--- config.mk ---
export PLATFORM = sky130hd
export DESIGN_NAME = hsad_async_desc
export DESIGN_NICKNAME = d
export VERILOG_FILES = /design/src/hsad_pkg.sv /design/src/hsad_fields.sv
export SDC_FILE = /design/constraint.sdc
export NUM_CORES = 1
export LEC_CHECK = 0
export BUFFER_PORTS_ARGS = -buffer_cell sky130_fd_sc_hd__buf_2
export CAP_MARGIN = 30
export CORE_ASPECT_RATIO = 2
export CORE_MARGIN = 10
export CORE_UTILIZATION = 35
export CTS_CLUSTER_SIZE = 30
export DETAILED_ROUTE_END_ITERATION = 16
export PLACE_DENSITY = 0.49
export SYNTH_ARGS = -nofsm -noshare
export SYNTH_HDL_FRONTEND = slang
export SYNTH_SLANG_ARGS = --single-unit
--- constraint.sdc ---
create_clock -name REF_CLK_I -period 14.5 [get_ports REF_CLK_I]
set_input_delay 2.175 -clock REF_CLK_I [delete_from_list [all_inputs] [get_ports REF_CLK_I]]
set_output_delay 2.175 -clock REF_CLK_I [all_outputs]
set_load 0.02 [all_outputs]
--- src/hsad_pkg.sv ---
package hsad_pkg;

  localparam int ADDR_W = 12;
  localparam int DATA_W = 32;
  localparam int BYTES_W = 15;
  localparam int FIFO_W = 17;
  localparam int FIFO_DEPTH = 16;
  localparam int CPU_ADDR_W = 20;

  // Register byte addresses
  localparam logic [ADDR_W-1:0] OFS_WORD0 = 12'h000;
  localparam logic [ADDR_W-1:0] OFS_WORD1 = 12'h004;
  localparam logic [ADDR_W-1:0] OFS_WORD2 = 12'h008;
  localparam logic [ADDR_W-1:0] OFS_WORD3 = 12'h00C;
  localparam logic [ADDR_W-1:0] OFS_STATUS = 12'h010;
  localparam logic [DATA_W-1:0] WORD_RESET = 32'h0000_0000;

  // Word 0 fields
  localparam int W0_VALID = 0;
  localparam int W0_TOTAL_LSB = 3;
  localparam int W0_MULT_LSB = 29;
  localparam int W0_EP_LOW = 31;
  // Word 1 fields
  localparam int W1_EP_HIGH_LSB = 0;
  localparam int W1_FUNC_LSB = 3;
  localparam int W1_TOKEN_LSB = 10;
  localparam int W1_TYPE_LSB = 12;
  localparam int W1_SPLIT = 14;
  // Word 2 fields
  localparam int W2_PAYLOAD_LSB = 8;
  localparam int W2_RELOAD_LSB = 25;
  // Word 3 fields
  localparam int W3_BYTES_LSB = 0;
  localparam int W3_NAK_LSB = 19;
  localparam int W3_RETRY_LSB = 23;

  localparam logic [1:0] TOKEN_OUT = 2'h0;
  localparam logic [1:0] TOKEN_IN = 2'h1;
  localparam logic [1:0] TOKEN_SETUP = 2'h2;
  localparam logic [1:0] TOKEN_PING = 2'h3;
  localparam logic [1:0] TYPE_CONTROL = 2'h0;
  localparam logic [1:0] TYPE_BULK = 2'h2;
  localparam logic [1:0] MULT_UNDEF = 2'h0;
  localparam logic [1:0] MULT_ONE = 2'h1;

  localparam logic [1:0] RES_ACK = 2'h0;
  localparam logic [1:0] RES_NAK = 2'h1;
  localparam logic [1:0] RES_ERR = 2'h2;

  localparam logic [1:0] CAUSE_NONE = 2'h0;
  localparam logic [1:0] CAUSE_DONE = 2'h1;
  localparam logic [1:0] CAUSE_NAK = 2'h2;
  localparam logic [1:0] CAUSE_ERR = 2'h3;

  localparam logic [CPU_ADDR_W-1:0] PAYLOAD_BASE = 20'h00400;
  localparam int PAYLOAD_SHIFT = 3;

  typedef enum logic [1:0] {ST_IDLE, ST_EVAL, ST_WB, ST_RETIRE} hsad_state_t;

endpackage : hsad_pkg
--- src/hsad_fields.sv ---
module hsad_fifo #(
  parameter int WIDTH = 8,
  parameter int DEPTH = 16
) (
  // Clock and reset
  input  wire logic             clk_i,
  input  wire logic             rst_i,
  // Filling side
  input  wire logic             in_valid_i,
  output logic                  in_ready_o,
  input  wire logic [WIDTH-1:0] in_data_i,
  // Draining side
  output logic                  out_valid_o,
  input  wire logic             out_ready_i,
  output logic [WIDTH-1:0]      out_data_o
);
  localparam int AW = $clog2(DEPTH);
  localparam logic [AW:0] FULL_CNT = (AW+1)'(DEPTH);

  logic [WIDTH-1:0] mem_q [DEPTH];
  logic [AW-1:0]    wr_q;
  logic [AW-1:0]    wr_d;
  logic [AW-1:0]    rd_q;
  logic [AW-1:0]    rd_d;
  logic [AW:0]      cnt_q;
  logic [AW:0]      cnt_d;
  logic             ready_q;
  logic             ready_d;
  logic             push;
  logic             pop;

  always_comb
  begin
    push = in_valid_i & ready_q;
    pop = (cnt_q != '0) & out_ready_i;
    wr_d = push ? wr_q + 1'b1 : wr_q;
    rd_d = pop ? rd_q + 1'b1 : rd_q;
    cnt_d = cnt_q;
    if (push & ~pop)
    begin
      cnt_d = cnt_q + 1'b1;
    end
    else if (pop & ~push)
    begin
      cnt_d = cnt_q - 1'b1;
    end
    ready_d = cnt_d != FULL_CNT;
  end

  always_ff @(posedge clk_i)
  begin
    if (push)
    begin
      mem_q[wr_q] <= in_data_i;
    end
  end

  always_ff @(posedge clk_i or posedge rst_i)
  begin
    if (rst_i)
    begin
      wr_q <= '0;
      rd_q <= '0;
      cnt_q <= '0;
      ready_q <= 1'b1;
    end
    else
    begin
      wr_q <= wr_d;
      rd_q <= rd_d;
      cnt_q <= cnt_d;
      ready_q <= ready_d;
    end
  end

  assign in_ready_o = ready_q;
  assign out_valid_o = cnt_q != '0;
  assign out_data_o = mem_q[rd_q];
endmodule : hsad_fifo

module hsad_async_desc (
  // Clock and reset
  input  wire logic                           REF_CLK_I,
  input  wire logic                           RST_I,
  // APB slave
  input  wire logic                           PSEL_I,
  input  wire logic                           PENABLE_I,
  input  wire logic                           PWRITE_I,
  input  wire logic [hsad_pkg::ADDR_W-1:0]    PADDR_I,
  input  wire logic [hsad_pkg::DATA_W-1:0]    PWDATA_I,
  output logic [hsad_pkg::DATA_W-1:0]         PRDATA_O,
  output logic                                PREADY_O,
  output logic                                PSLVERR_O,
  // Transaction issued toward the endpoint
  output logic                                XFER_VALID_O,
  output logic [1:0]                          TOKEN_O,
  output logic [6:0]                          FUNC_ADDR_O,
  output logic [3:0]                          ENDPOINT_O,
  output logic                                SPLIT_O,
  output logic                                BULK_O,
  output logic [1:0]                          MULT_O,
  output logic [15:0]                         PAYLOAD_START_O,
  output logic [hsad_pkg::CPU_ADDR_W-1:0]     PAYLOAD_CPU_ADDR_O,
  // Transaction results
  input  wire logic                           RES_VALID_I,
  output logic                                RES_READY_O,
  input  wire logic [1:0]                     RES_KIND_I,
  input  wire logic [hsad_pkg::BYTES_W-1:0]   RES_BYTES_I
);
  import hsad_pkg::*;

  function automatic logic type_ok(input logic [1:0] code);
    type_ok = (code == TYPE_CONTROL) || (code == TYPE_BULK);
  endfunction : type_ok

  function automatic logic [1:0] word_index(input logic [ADDR_W-1:0] a);
    word_index = a[3:2];
  endfunction : word_index

  function automatic logic is_word(input logic [ADDR_W-1:0] a);
    is_word = (a >= OFS_WORD0) && (a <= OFS_WORD3) && (a[1:0] == 2'h0);
  endfunction : is_word

  logic [DATA_W-1:0]  dw_q [4];
  logic [DATA_W-1:0]  dw_d [4];
  hsad_state_t        st_q;
  hsad_state_t        st_d;
  logic [FIFO_W-1:0]  rec_q;
  logic [FIFO_W-1:0]  rec_d;
  logic [1:0]         retry_q;
  logic [1:0]         retry_d;
  logic [3:0]         nak_q;
  logic [3:0]         nak_d;
  logic [1:0]         token_q;
  logic [1:0]         token_d;
  logic [BYTES_W-1:0] acc_q;
  logic [BYTES_W-1:0] acc_d;
  logic [1:0]         cause_q;
  logic [1:0]         cause_d;
  logic [1:0]         next_cause_q;
  logic [1:0]         next_cause_d;
  logic [DATA_W-1:0]  prdata_q;
  logic [DATA_W-1:0]  prdata_d;
  logic               pready_q;
  logic               pready_d;
  logic               pslverr_q;
  logic               pslverr_d;
  logic               xv_q;
  logic               xv_d;
  logic [1:0]         tok_o_q;
  logic [6:0]         func_q;
  logic [3:0]         ep_q;
  logic               split_q;
  logic               bulk_q;
  logic [1:0]         mult_q;
  logic [15:0]        pay_q;
  logic [CPU_ADDR_W-1:0] cpu_q;
  logic               fifo_valid;
  logic [FIFO_W-1:0]  fifo_data;
  logic               pop;
  logic               commit;
  logic [1:0]         wi;

  // Result records wait here; popping stalls during bus accesses
  hsad_fifo #(
    .WIDTH (FIFO_W),
    .DEPTH (FIFO_DEPTH)
  ) u_res_fifo (
    .clk_i       (REF_CLK_I),
    .rst_i       (RST_I),
    .in_valid_i  (RES_VALID_I),
    .in_ready_o  (RES_READY_O),
    .in_data_i   ({RES_KIND_I, RES_BYTES_I}),
    .out_valid_o (fifo_valid),
    .out_ready_i (pop),
    .out_data_o  (fifo_data)
  );

  // Bus and descriptor update
  always_comb
  begin
    dw_d = dw_q;
    st_d = st_q;
    rec_d = rec_q;
    retry_d = retry_q;
    nak_d = nak_q;
    token_d = token_q;
    acc_d = acc_q;
    cause_d = cause_q;
    next_cause_d = next_cause_q;
    prdata_d = prdata_q;
    pslverr_d = 1'b0;
    wi = word_index(PADDR_I);
    commit = PSEL_I & PENABLE_I & pready_q;
    pop = (st_q == ST_IDLE) & ~PSEL_I & dw_q[0][W0_VALID] & fifo_valid;
    // One wait state; none granted while the engine owns the words
    pready_d = PSEL_I & PENABLE_I & ~pready_q & (st_q == ST_IDLE);
    if (pready_d)
    begin
      pslverr_d = ~is_word(PADDR_I) && (PADDR_I != OFS_STATUS);
      if (is_word(PADDR_I))
      begin
        prdata_d = dw_q[wi];
      end
      else if (PADDR_I == OFS_STATUS)
      begin
        prdata_d = {28'h0000000, cause_q, st_q};
      end
      else
      begin
        prdata_d = WORD_RESET;
      end
    end
    if (commit && PWRITE_I && is_word(PADDR_I))
    begin
      dw_d[wi] = PWDATA_I;
      if (wi == 2'h1 && PWDATA_I[W1_TOKEN_LSB +: 2] == TOKEN_PING)
      begin
        dw_d[1][W1_TOKEN_LSB +: 2] = dw_q[1][W1_TOKEN_LSB +: 2];
      end
      if (wi == 2'h0)
      begin
        acc_d = '0;
        cause_d = CAUSE_NONE;
      end
    end
    unique case (st_q)
      ST_IDLE:
      begin
        if (pop)
        begin
          rec_d = fifo_data;
          retry_d = dw_q[3][W3_RETRY_LSB +: 2];
          nak_d = dw_q[3][W3_NAK_LSB +: 4];
          token_d = dw_q[1][W1_TOKEN_LSB +: 2];
          st_d = ST_EVAL;
        end
      end
      ST_EVAL:
      begin
        next_cause_d = CAUSE_NONE;
        if (rec_q[FIFO_W-1 -: 2] == RES_ERR)
        begin
          if (retry_q == 2'h0)
          begin
            next_cause_d = CAUSE_ERR;
          end
          else
          begin
            retry_d = retry_q - 2'h1;
          end
        end
        else if (rec_q[FIFO_W-1 -: 2] == RES_NAK)
        begin
          if (token_q == TOKEN_OUT && !dw_q[1][W1_SPLIT])
          begin
            token_d = TOKEN_PING;
          end
          if (dw_q[2][W2_RELOAD_LSB +: 4] != 4'h0)
          begin
            nak_d = (nak_q == 4'h0) ? 4'h0 : nak_q - 4'h1;
            if (nak_d == 4'h0)
            begin
              next_cause_d = CAUSE_NAK;
            end
          end
        end
        else
        begin
          nak_d = dw_q[2][W2_RELOAD_LSB +: 4];
          if (token_q == TOKEN_PING)
          begin
            token_d = TOKEN_OUT;
          end
          else
          begin
            acc_d = acc_q + rec_q[BYTES_W-1:0];
            if (acc_d >= dw_q[0][W0_TOTAL_LSB +: BYTES_W])
            begin
              next_cause_d = CAUSE_DONE;
            end
          end
        end
        st_d = ST_WB;
      end
      ST_WB:
      begin
        // Status lands before valid drops
        dw_d[3][W3_RETRY_LSB +: 2] = retry_q;
        dw_d[3][W3_NAK_LSB +: 4] = nak_q;
        dw_d[1][W1_TOKEN_LSB +: 2] = token_q;
        if (dw_q[0][W0_MULT_LSB +: 2] != MULT_ONE || next_cause_q != CAUSE_NONE)
        begin
          dw_d[3][W3_BYTES_LSB +: BYTES_W] = acc_q;
        end
        st_d = (next_cause_q == CAUSE_NONE) ? ST_IDLE : ST_RETIRE;
      end
      ST_RETIRE:
      begin
        dw_d[0][W0_VALID] = 1'b0;
        cause_d = next_cause_q;
        st_d = ST_IDLE;
      end
    endcase
  end

  // Issued transaction fields
  always_comb
  begin
    xv_d = dw_q[0][W0_VALID] && (dw_q[0][W0_MULT_LSB +: 2] != MULT_UNDEF)
           && type_ok(dw_q[1][W1_TYPE_LSB +: 2]) && (st_q == ST_IDLE);
  end

  always_ff @(posedge REF_CLK_I or posedge RST_I)
  begin
    if (RST_I)
    begin
      for (int i = 0; i < 4; i++)
      begin
        dw_q[i] <= WORD_RESET;
      end
      st_q <= ST_IDLE;
      rec_q <= '0;
      retry_q <= '0;
      nak_q <= '0;
      token_q <= TOKEN_OUT;
      acc_q <= '0;
      cause_q <= CAUSE_NONE;
      next_cause_q <= CAUSE_NONE;
      prdata_q <= WORD_RESET;
      pready_q <= 1'b0;
      pslverr_q <= 1'b0;
      xv_q <= 1'b0;
      tok_o_q <= TOKEN_OUT;
      func_q <= '0;
      ep_q <= '0;
      split_q <= 1'b0;
      bulk_q <= 1'b0;
      mult_q <= MULT_UNDEF;
      pay_q <= '0;
      cpu_q <= '0;
    end
    else
    begin
      dw_q <= dw_d;
      st_q <= st_d;
      rec_q <= rec_d;
      retry_q <= retry_d;
      nak_q <= nak_d;
      token_q <= token_d;
      acc_q <= acc_d;
      cause_q <= cause_d;
      next_cause_q <= next_cause_d;
      prdata_q <= prdata_d;
      pready_q <= pready_d;
      pslverr_q <= pslverr_d;
      xv_q <= xv_d;
      tok_o_q <= dw_q[1][W1_TOKEN_LSB +: 2];
      func_q <= dw_q[1][W1_FUNC_LSB +: 7];
      ep_q <= {dw_q[1][W1_EP_HIGH_LSB +: 3], dw_q[0][W0_EP_LOW]};
      split_q <= dw_q[1][W1_SPLIT];
      bulk_q <= dw_q[1][W1_TYPE_LSB +: 2] == TYPE_BULK;
      mult_q <= dw_q[0][W0_MULT_LSB +: 2];
      pay_q <= dw_q[2][W2_PAYLOAD_LSB +: 16];
      cpu_q <= (CPU_ADDR_W'(dw_q[2][W2_PAYLOAD_LSB +: 16]) << PAYLOAD_SHIFT) + PAYLOAD_BASE;
    end
  end

  assign PRDATA_O = prdata_q;
  assign PREADY_O = pready_q;
  assign PSLVERR_O = pslverr_q;
  assign XFER_VALID_O = xv_q;
  assign TOKEN_O = tok_o_q;
  assign FUNC_ADDR_O = func_q;
  assign ENDPOINT_O = ep_q;
  assign SPLIT_O = split_q;
  assign BULK_O = bulk_q;
  assign MULT_O = mult_q;
  assign PAYLOAD_START_O = pay_q;
  assign PAYLOAD_CPU_ADDR_O = cpu_q;
endmodule : hsad_async_desc

==> results of run 1 <==
## cells in the mapped netlist, types with 4 or more instances
cell type and n:
edfxtp_1 272, dfrtp_1 265, nand2_1 171, mux4_2 117, mux2_2 115, o21ai_0 54, nand3_1 50, clkbuf_1 46
ha_1 38, nor2_1 32, inv_1 29, mux2i_1 26, and2_1 22, a21oi_1 20, xnor2_1 20, nor3_1 15
buf_2 14, a21o_1 11, and3_1 10, buf_1 10, buf_4 10, nor2b_1 10, nand2b_1 7, nand4_1 7
xor2_1 7, a211oi_1 6, a31oi_1 5, o31ai_1 5, nor3b_1 4, or3_1 4
## power groups by stage
| stage | clock [mW] | combinational, mW | sequential (mW) |
|---|---|---|---|
| 6_report | 1.26 | 0.355 | 1.78 |
| 2_1_floorplan | 0 | 0.223 | 1.79 |
| 3_3_place_gp | 0 | 0.357 | 1.80 |
| 5_1_grt | 1.36 | 0.397 | 1.79 |
| 4_1_cts | 1.30 | 0.364 | 1.78 |
| 3_5_place_dp | 0 | 0.362 | 1.81 |
## final cells by class
cell class | instances | area, sq um | area share, %
Sequential cell | 538 | 14800 | 57.2
Multi-Input combinational cell | 799 | 7350 | 28.4
Antenna cell | 1 | 2.50 | 0.00966
Timing Repair Buffer | 187 | 1070 | 4.13
Tap cell | 798 | 998 | 3.85
Inverter | 29 | 116 | 0.449
Clock inverter | 25 | 206 | 0.797
Clock buffer | 63 | 1330 | 5.13
## worst max-delay path, cell delays in order
cell	delay [ps]
buf_2	120
nor4b_2	550
o21a_1	840
nor2_1	260
o2bb2ai_1	200
xor2_1	160
or4_1	520
## layer usage
| metal | up-vias | global-route usage, % | wire length, microns |
|---|---|---|---|
| li1 | 5728 | - | - |
| met2 | 255 | 29.1 | 31300 |
| met3 | 72 | 2.18 | 2340 |
| met1 | 6458 | 15.9 | 20700 |
| met5 | - | 0 | 26 |
| met4 | 4 | 4.15 | 1180 |
## sequential cells by signal (all words and copies together), names as in the netlist, 4 cells and up
register,cells
PAYLOAD_CPU_ADDR_O,10
dw_q,128
FUNC_ADDR_O,7
u_res_fifo.mem_q,272
rec_q,17
u_res_fifo.wr_q,4
PAYLOAD_START_O,16
u_res_fifo.rd_q,4
nak_q,4
PRDATA_O,32
acc_q,15
u_res_fifo.cnt_q,5
ENDPOINT_O,4
## how the worst max path moves through the flow
stage / start / endpoint / depth (start not counted)
finish: PSEL_I / u_res_fifo.in_ready_o / 7
global placement: PSEL_I / u_res_fifo.in_ready_o / 7
detailed placement: PSEL_I / u_res_fifo.in_ready_o / 7
global route: PSEL_I / u_res_fifo.in_ready_o / 7
floorplan: RST_I / BULK_O / 1
CTS: PSEL_I / u_res_fifo.in_ready_o / 7
## through the flow
stage	setup WS (ps)	cell area (sq um)	utilization [%]
after floorplan	5000	22600	-
after global placement	9640	24300	38.0
after detailed placement	9550	24300	38.0
after CTS	10160	25900	40.4
after global routing	9940	25900	40.5
final	10170	25900	40.5
## logic make-up after synthesis
family | after synthesis
other cells | 1
compound gates | 126
buf+inv | 110
flops | 538
fa+ha+maj | 39
xor+xnor | 27
mux | 259
simple gates | 345
==> results.py, run 1 <==
metrics = {
    "sta": {
        "layout_min_cycle_time_ps": 4330,
        "hold_ws_ps": 399,
        "worstMarginPinSlew_ps": 947,
        "relSlewSlack_pct": 36.9,
        "fin_crit_sh_pct": 29.9,
        "hold_violations": 0,
        "maxSlewViolCount": 0,
        "setup_viol": 0,
        "rsz0062_at_grt": "no",
        "setup-tns-final_ps": 0,
        "max_freq_mhz": 231,
        "fin_worst_skew_ps": 29.1,
    },
    "yosys": {
        "synth-main-ff-cell": "edfxtp_1",
        "synth_xor_area_share_pct": 1.05,
        "yosys.area_share.adder_pct": 2.19,
        "synthMuxAreaShare_pct": 18.6,
        "netlist_area_sq_um": 22600,
        "ys_types": 62,
        "syn_area_per_cell_sq_um": 15.6,
        "synth_compound_area_share_pct": 3.40,
        "yosysSeqAreaShare_pct": 65.6,
        "ys_ff_latch": 538,
        "yosysWarningCount": 0,
        "postSynthCellCount": 1445,
        "synth_top_family_by_area": "multiplexers",
        "synth_edf_count": 272,
        "yosys.area_share.simple_pct": 7.09,
        "synth_top_area_share_pct": 36.1,
        "synth_area_leaders": "edfxtp_1 (36%), dfrtp_1 (29%), mux4_2 (12%)",
        "synth_top_cell_by_area": "edfxtp_1",
        "async_flop_share_pct": 49.4,
    },
    "cts": {
        "clkTransAtPathRegs_ps": 60,
        "htreeDepth": 2,
        "cts_setup_buffers": 0,
        "cts_buffers": 49,
        "cts_buffer_depth": 3,
        "cts.sinks": 538,
        "cts_root_buffer": "clkbuf_16",
        "tritoncts": "built",
        "insertion_delay_ps": 600,
        "holdBufCountCts": 0,
        "cts_resized": 0,
    },
    "place": {
        "place_hpwl_mm": 37.1,
        "dpl.cell_count": 2349,
        "place.gp.congestion": 0.758,
        "port_buffers": 152,
    },
    "floorplan": {
        "row_count": 131,
        "io_pins": 156,
        "start_util_pct": 35.4,
        "die-area_sq_um": 75800,
        "core_area_sq_um": 63900,
        "die_x_microns": 200,
        "die_h_microns": 379,
    },
    "layout": {
        "drive_above_1_share_pct": 31.0,
        "final_common_cell": "edfxtp_1",
        "nFillCells": 5899,
        "final_cells": 2440,
        "final_nets": 1710,
        "syn_to_final_growth_pct": 14.6,
        "layout_common_cells": "edfxtp_1 (272), dfrtp_1 (262), nand2_1 (170), buf_2 (152), mux4_2 (117)",
    },
    "worst_hold_path": {
        "hold_class": "reg2reg",
        "hold_depth": 0,
        "hold_path_end": "PAYLOAD_START_O[5]",
        "hp-start": "dw_q[45]",
    },
    "global_routing": {
        "grt_pass1_wl_mm": 85.1,
        "overflow": 0,
        "antenna_found_initial": 3,
        "grt_pass1_vias": 13512,
        "grt_start_max_net_pins": 129,
        "grt_use_total_pct": 14.8,
    },
    "power_and_ir_drop": {
        "p_sw_share_pct": 25.5,
        "finalPower_mw": 3.39,
        "seqPwrFrac_pct": 52.3,
        "power_density_nw_per_um2": 131,
        "power.switching_mw": 0.865,
        "vdd_drop_max_mv": 0.0868,
        "power.leakage_nw": 10.9,
        "clkPwrFrac_pct": 37.2,
        "p_int_mw": 2.53,
        "combPwrFrac_pct": 10.5,
    },
    "worst_setup_path": {
        "worst_ep_arrival_time_ps": 4820,
        "endpoint_kind": "flip-flop",
        "crit_type": "in2reg",
        "startpoint_type": "primary input",
        "ff2ff_path_depth": 14,
        "r2r_start": "acc_q[0]",
        "cp_max_fo": 27,
        "r2r_end": "next_cause_q[0]",
        "cp.required_ps": 14990,
        "reg2reg_slack_ps": 11050,
    },
    "drt": {
        "drt-vias-per-instance": 5.13,
        "first_iter_violations": 581,
        "routedWlPerCell_microns": 22.8,
        "drc_errors": 0,
        "wirelength_mm": 55.5,
        "first_pass_iters": 4,
        "drtAntennaViolNets": 0,
        "vias": 12517,
    },
    "status": {
        "status": "finished, final reports clean",
    },
    "flow_run": {
        "cap_violations": 0,
    },
}
No activity file was read; power rests on OpenSTA's default activity.
==> run 2: changes to the inputs <==
--- a/config.mk
+++ b/config.mk
@@ -12,7 +12,7 @@
 export CORE_UTILIZATION = 35
 export CTS_CLUSTER_SIZE = 30
 export DETAILED_ROUTE_END_ITERATION = 16
-export PLACE_DENSITY = 0.49
+export PLACE_DENSITY = 0.51
 export SYNTH_ARGS = -nofsm -noshare
 export SYNTH_HDL_FRONTEND = slang
 export SYNTH_SLANG_ARGS = --single-unit
==> constraint.sdc (replaced) <==
create_clock -name REF_CLK_I -period 3.7 [get_ports REF_CLK_I]
set_input_delay 0.555 -clock REF_CLK_I [delete_from_list [all_inputs] [get_ports REF_CLK_I]]
set_output_delay 0.555 -clock REF_CLK_I [all_outputs]
set_load 0.02 [all_outputs]
==> run 2 against run 1 <==
Compared with the run above:
- sequential power grew to 3.9 times the previous value
- non-clock buffer count grew 15
- die area stayed put
- final cell count grew 0.37%
- via count is 0.85% higher
- power grew to 3.9 times the previous value
- critical path type is now reg2reg
- global-route usage grew 0.079 points
==> results.py, run 2 (synthesis gave the netlist of run 1 again) <==
metrics = {
    "worst_hold_path": {
        "hold_class": "in2async",
    },
    "sta": {
        "fin_crit_sh_pct": 88.2,
        "worst_slack_ps": 435,
        "layout_min_cycle_time_ps": 3270,
        "setup_viol": 0,
        "max_freq_mhz": 306,
        "maxSlewViolCount": 0,
        "worstMarginPinSlew_ps": 912,
        "relSlewSlack_pct": 39.2,
        "fin_worst_skew_ps": 45.6,
        "hold_violations": 0,
        "rsz0062_at_grt": "no",
    },
    "layout": {
        "layout_common_cells": "edfxtp_1 (272), dfrtp_1 (262), nand2_1 (170), buf_2 (152), mux4_2 (117)",
        "multiInputGateArea_sq_um": 7350,
        "syn_to_final_growth_pct": 14.9,
        "largest_register": "u_res_fifo.mem_q",
        "seq_area_sq_um": 14800,
        "nFillCells": 5933,
        "drive_above_1_share_pct": 31.2,
        "antenna_cells": 0,
        "final_common_cell": "edfxtp_1",
        "final_nets": 1724,
        "largest_register_ffs": 272,
    },
    "drt": {
        "routedWlPerCell_microns": 22.8,
        "drtAntennaViolNets": 0,
        "first_iter_violations": 641,
        "drc_errors": 0,
        "first_pass_iters": 4,
        "wirelength_mm": 55.8,
        "drt-vias-per-instance": 5.15,
        "vias": 12624,
    },
    "worst_setup_path": {
        "endpoint_kind": "flip-flop",
        "crit_path_max_incr_delay_ps": 420,
        "startpoint_type": "flip-flop",
        "worstPathCellList": "ha_1, fa_1, a21oi_1, nand4b_1, a21oi_1, o21a_1, o21ai_0, nand3_1, ha_1, a21o_1, a21o_1, a21oi_1, o22a_1, o31ai_1",
        "cp.required_ps": 4170,
        "cp_top_family": "compound AO/OA/AOI/OAI gates",
        "crit_type": "reg2reg",
        "cp_max_fo": 6,
        "worst_ep_arrival_time_ps": 3740,
        "reg2reg_slack_ps": 430,
        "crit_path_top_delay_cell": "fa_1",
        "crit_top_cell": "a21oi_1",
        "timing.critical_path.buf_inv": 0,
    },
    "power_and_ir_drop": {
        "vdd_drop_max_mv": 0.329,
        "power_density_nw_per_um2": 508,
        "power.leakage_nw": 10.9,
        "finalPower_mw": 13.2,
    },
    "floorplan": {
        "row_count": 131,
        "start_util_pct": 35.4,
        "die-area_sq_um": 75800,
        "io_pins": 156,
        "die_h_microns": 379,
        "core_area_sq_um": 63900,
        "die_x_microns": 200,
    },
    "cts": {
        "holdBufCountCts": 0,
        "cts_root_buffer": "clkbuf_16",
        "cts_buffers": 48,
        "cts_setup_buffers": 0,
        "insertion_delay_ps": 600,
        "cts_buffer_depth": 3,
        "clkTransAtPathRegs_ps": 70,
        "cts.sinks": 538,
        "cts_resized": 0,
        "htreeDepth": 2,
        "tritoncts": "built",
    },
    "place": {
        "preCtsSetupSlack_ps": 457,
        "place.gp.congestion": 0.767,
        "port_buffers": 152,
        "place_hpwl_mm": 37.2,
    },
    "status": {
        "status": "finished, final reports clean",
    },
    "global_routing": {
        "overflow": 0,
        "grt_pass1_wl_mm": 86.0,
        "grt_start_max_net_pins": 73,
        "antenna_found_initial": 5,
        "grt_use_total_pct": 14.9,
        "grt_pass1_vias": 13926,
    },
    "flow_run": {
        "cap_violations": 0,
    },
}
==> run 2: worst paths after layout <==
| path | cells past startpoint | start | end |
|---|---|---|---|
| max in group asynchronous | 4 | RST_I | dw_q[120] |
| min in group REF_CLK_I | 2 | PWDATA_I[5] | dw_q[69] |
| worst max-delay path | 14 | rec_q[0] | next_cause_q[0] |
| worst min-delay path | 3 | RST_I | FUNC_ADDR_O[0] |
| worst min register to register | 0 | dw_q[73] | FUNC_ADDR_O[6] |
| worst max register to register | 14 | rec_q[0] | next_cause_q[0] |
==> run 2: report_power, final <==
group	switching (mW)	internal (mW)	total, mW	leakage, nW
logic	0.931	0.482	1.41	4.10
registers	0.213	6.74	6.96	6.11
clock network	2.24	2.58	4.82	0.724
total	3.38	9.81	13.2	10.9
==> run 2: routing by layer <==
metal	routed length (microns)	vias up	share of wire, %	GRT usage, %
met5	23	-	0.041	0
met3	2280	77	4.1	1.96
met4	1200	4	2.1	4.12
li1	-	5753	-	-
met2	31000	251	56	28.8
met1	21300	6539	38	16.6
==> run 2: final cells by class <==
type                    instances  area share (%)
flip-flops and latches        538            57.1
multi-input cells             799            28.3
clock buffers                  67            5.09
repair buffers                202            4.64
well taps                     798            3.84
clock inverters                16           0.612
inverters                      29           0.433
==> run 2: tightest hold or removal path, delay by kind of cell <==
| kind | cells | cell delay, ps |
|---|---|---|
| buffers and inverters | 3 | 450 |
==> run 2: stage by stage <==
stage / instances / TNS [ps] / util (%) / area, sq um / hold WS, ps
after CTS: 2448 / 0 / 40.6 / 26000 / 138
after floorplan: 1447 / -96900 / - / 22600 / 364
after detailed placement: 2365 / 0 / 38.3 / 24500 / 384
after global placement: 2364 / 0 / 38.3 / 24500 / 381
final: 2449 / 0 / 40.6 / 26000 / 53.4
after global routing: 2449 / 0 / 40.6 / 26000 / 46.4
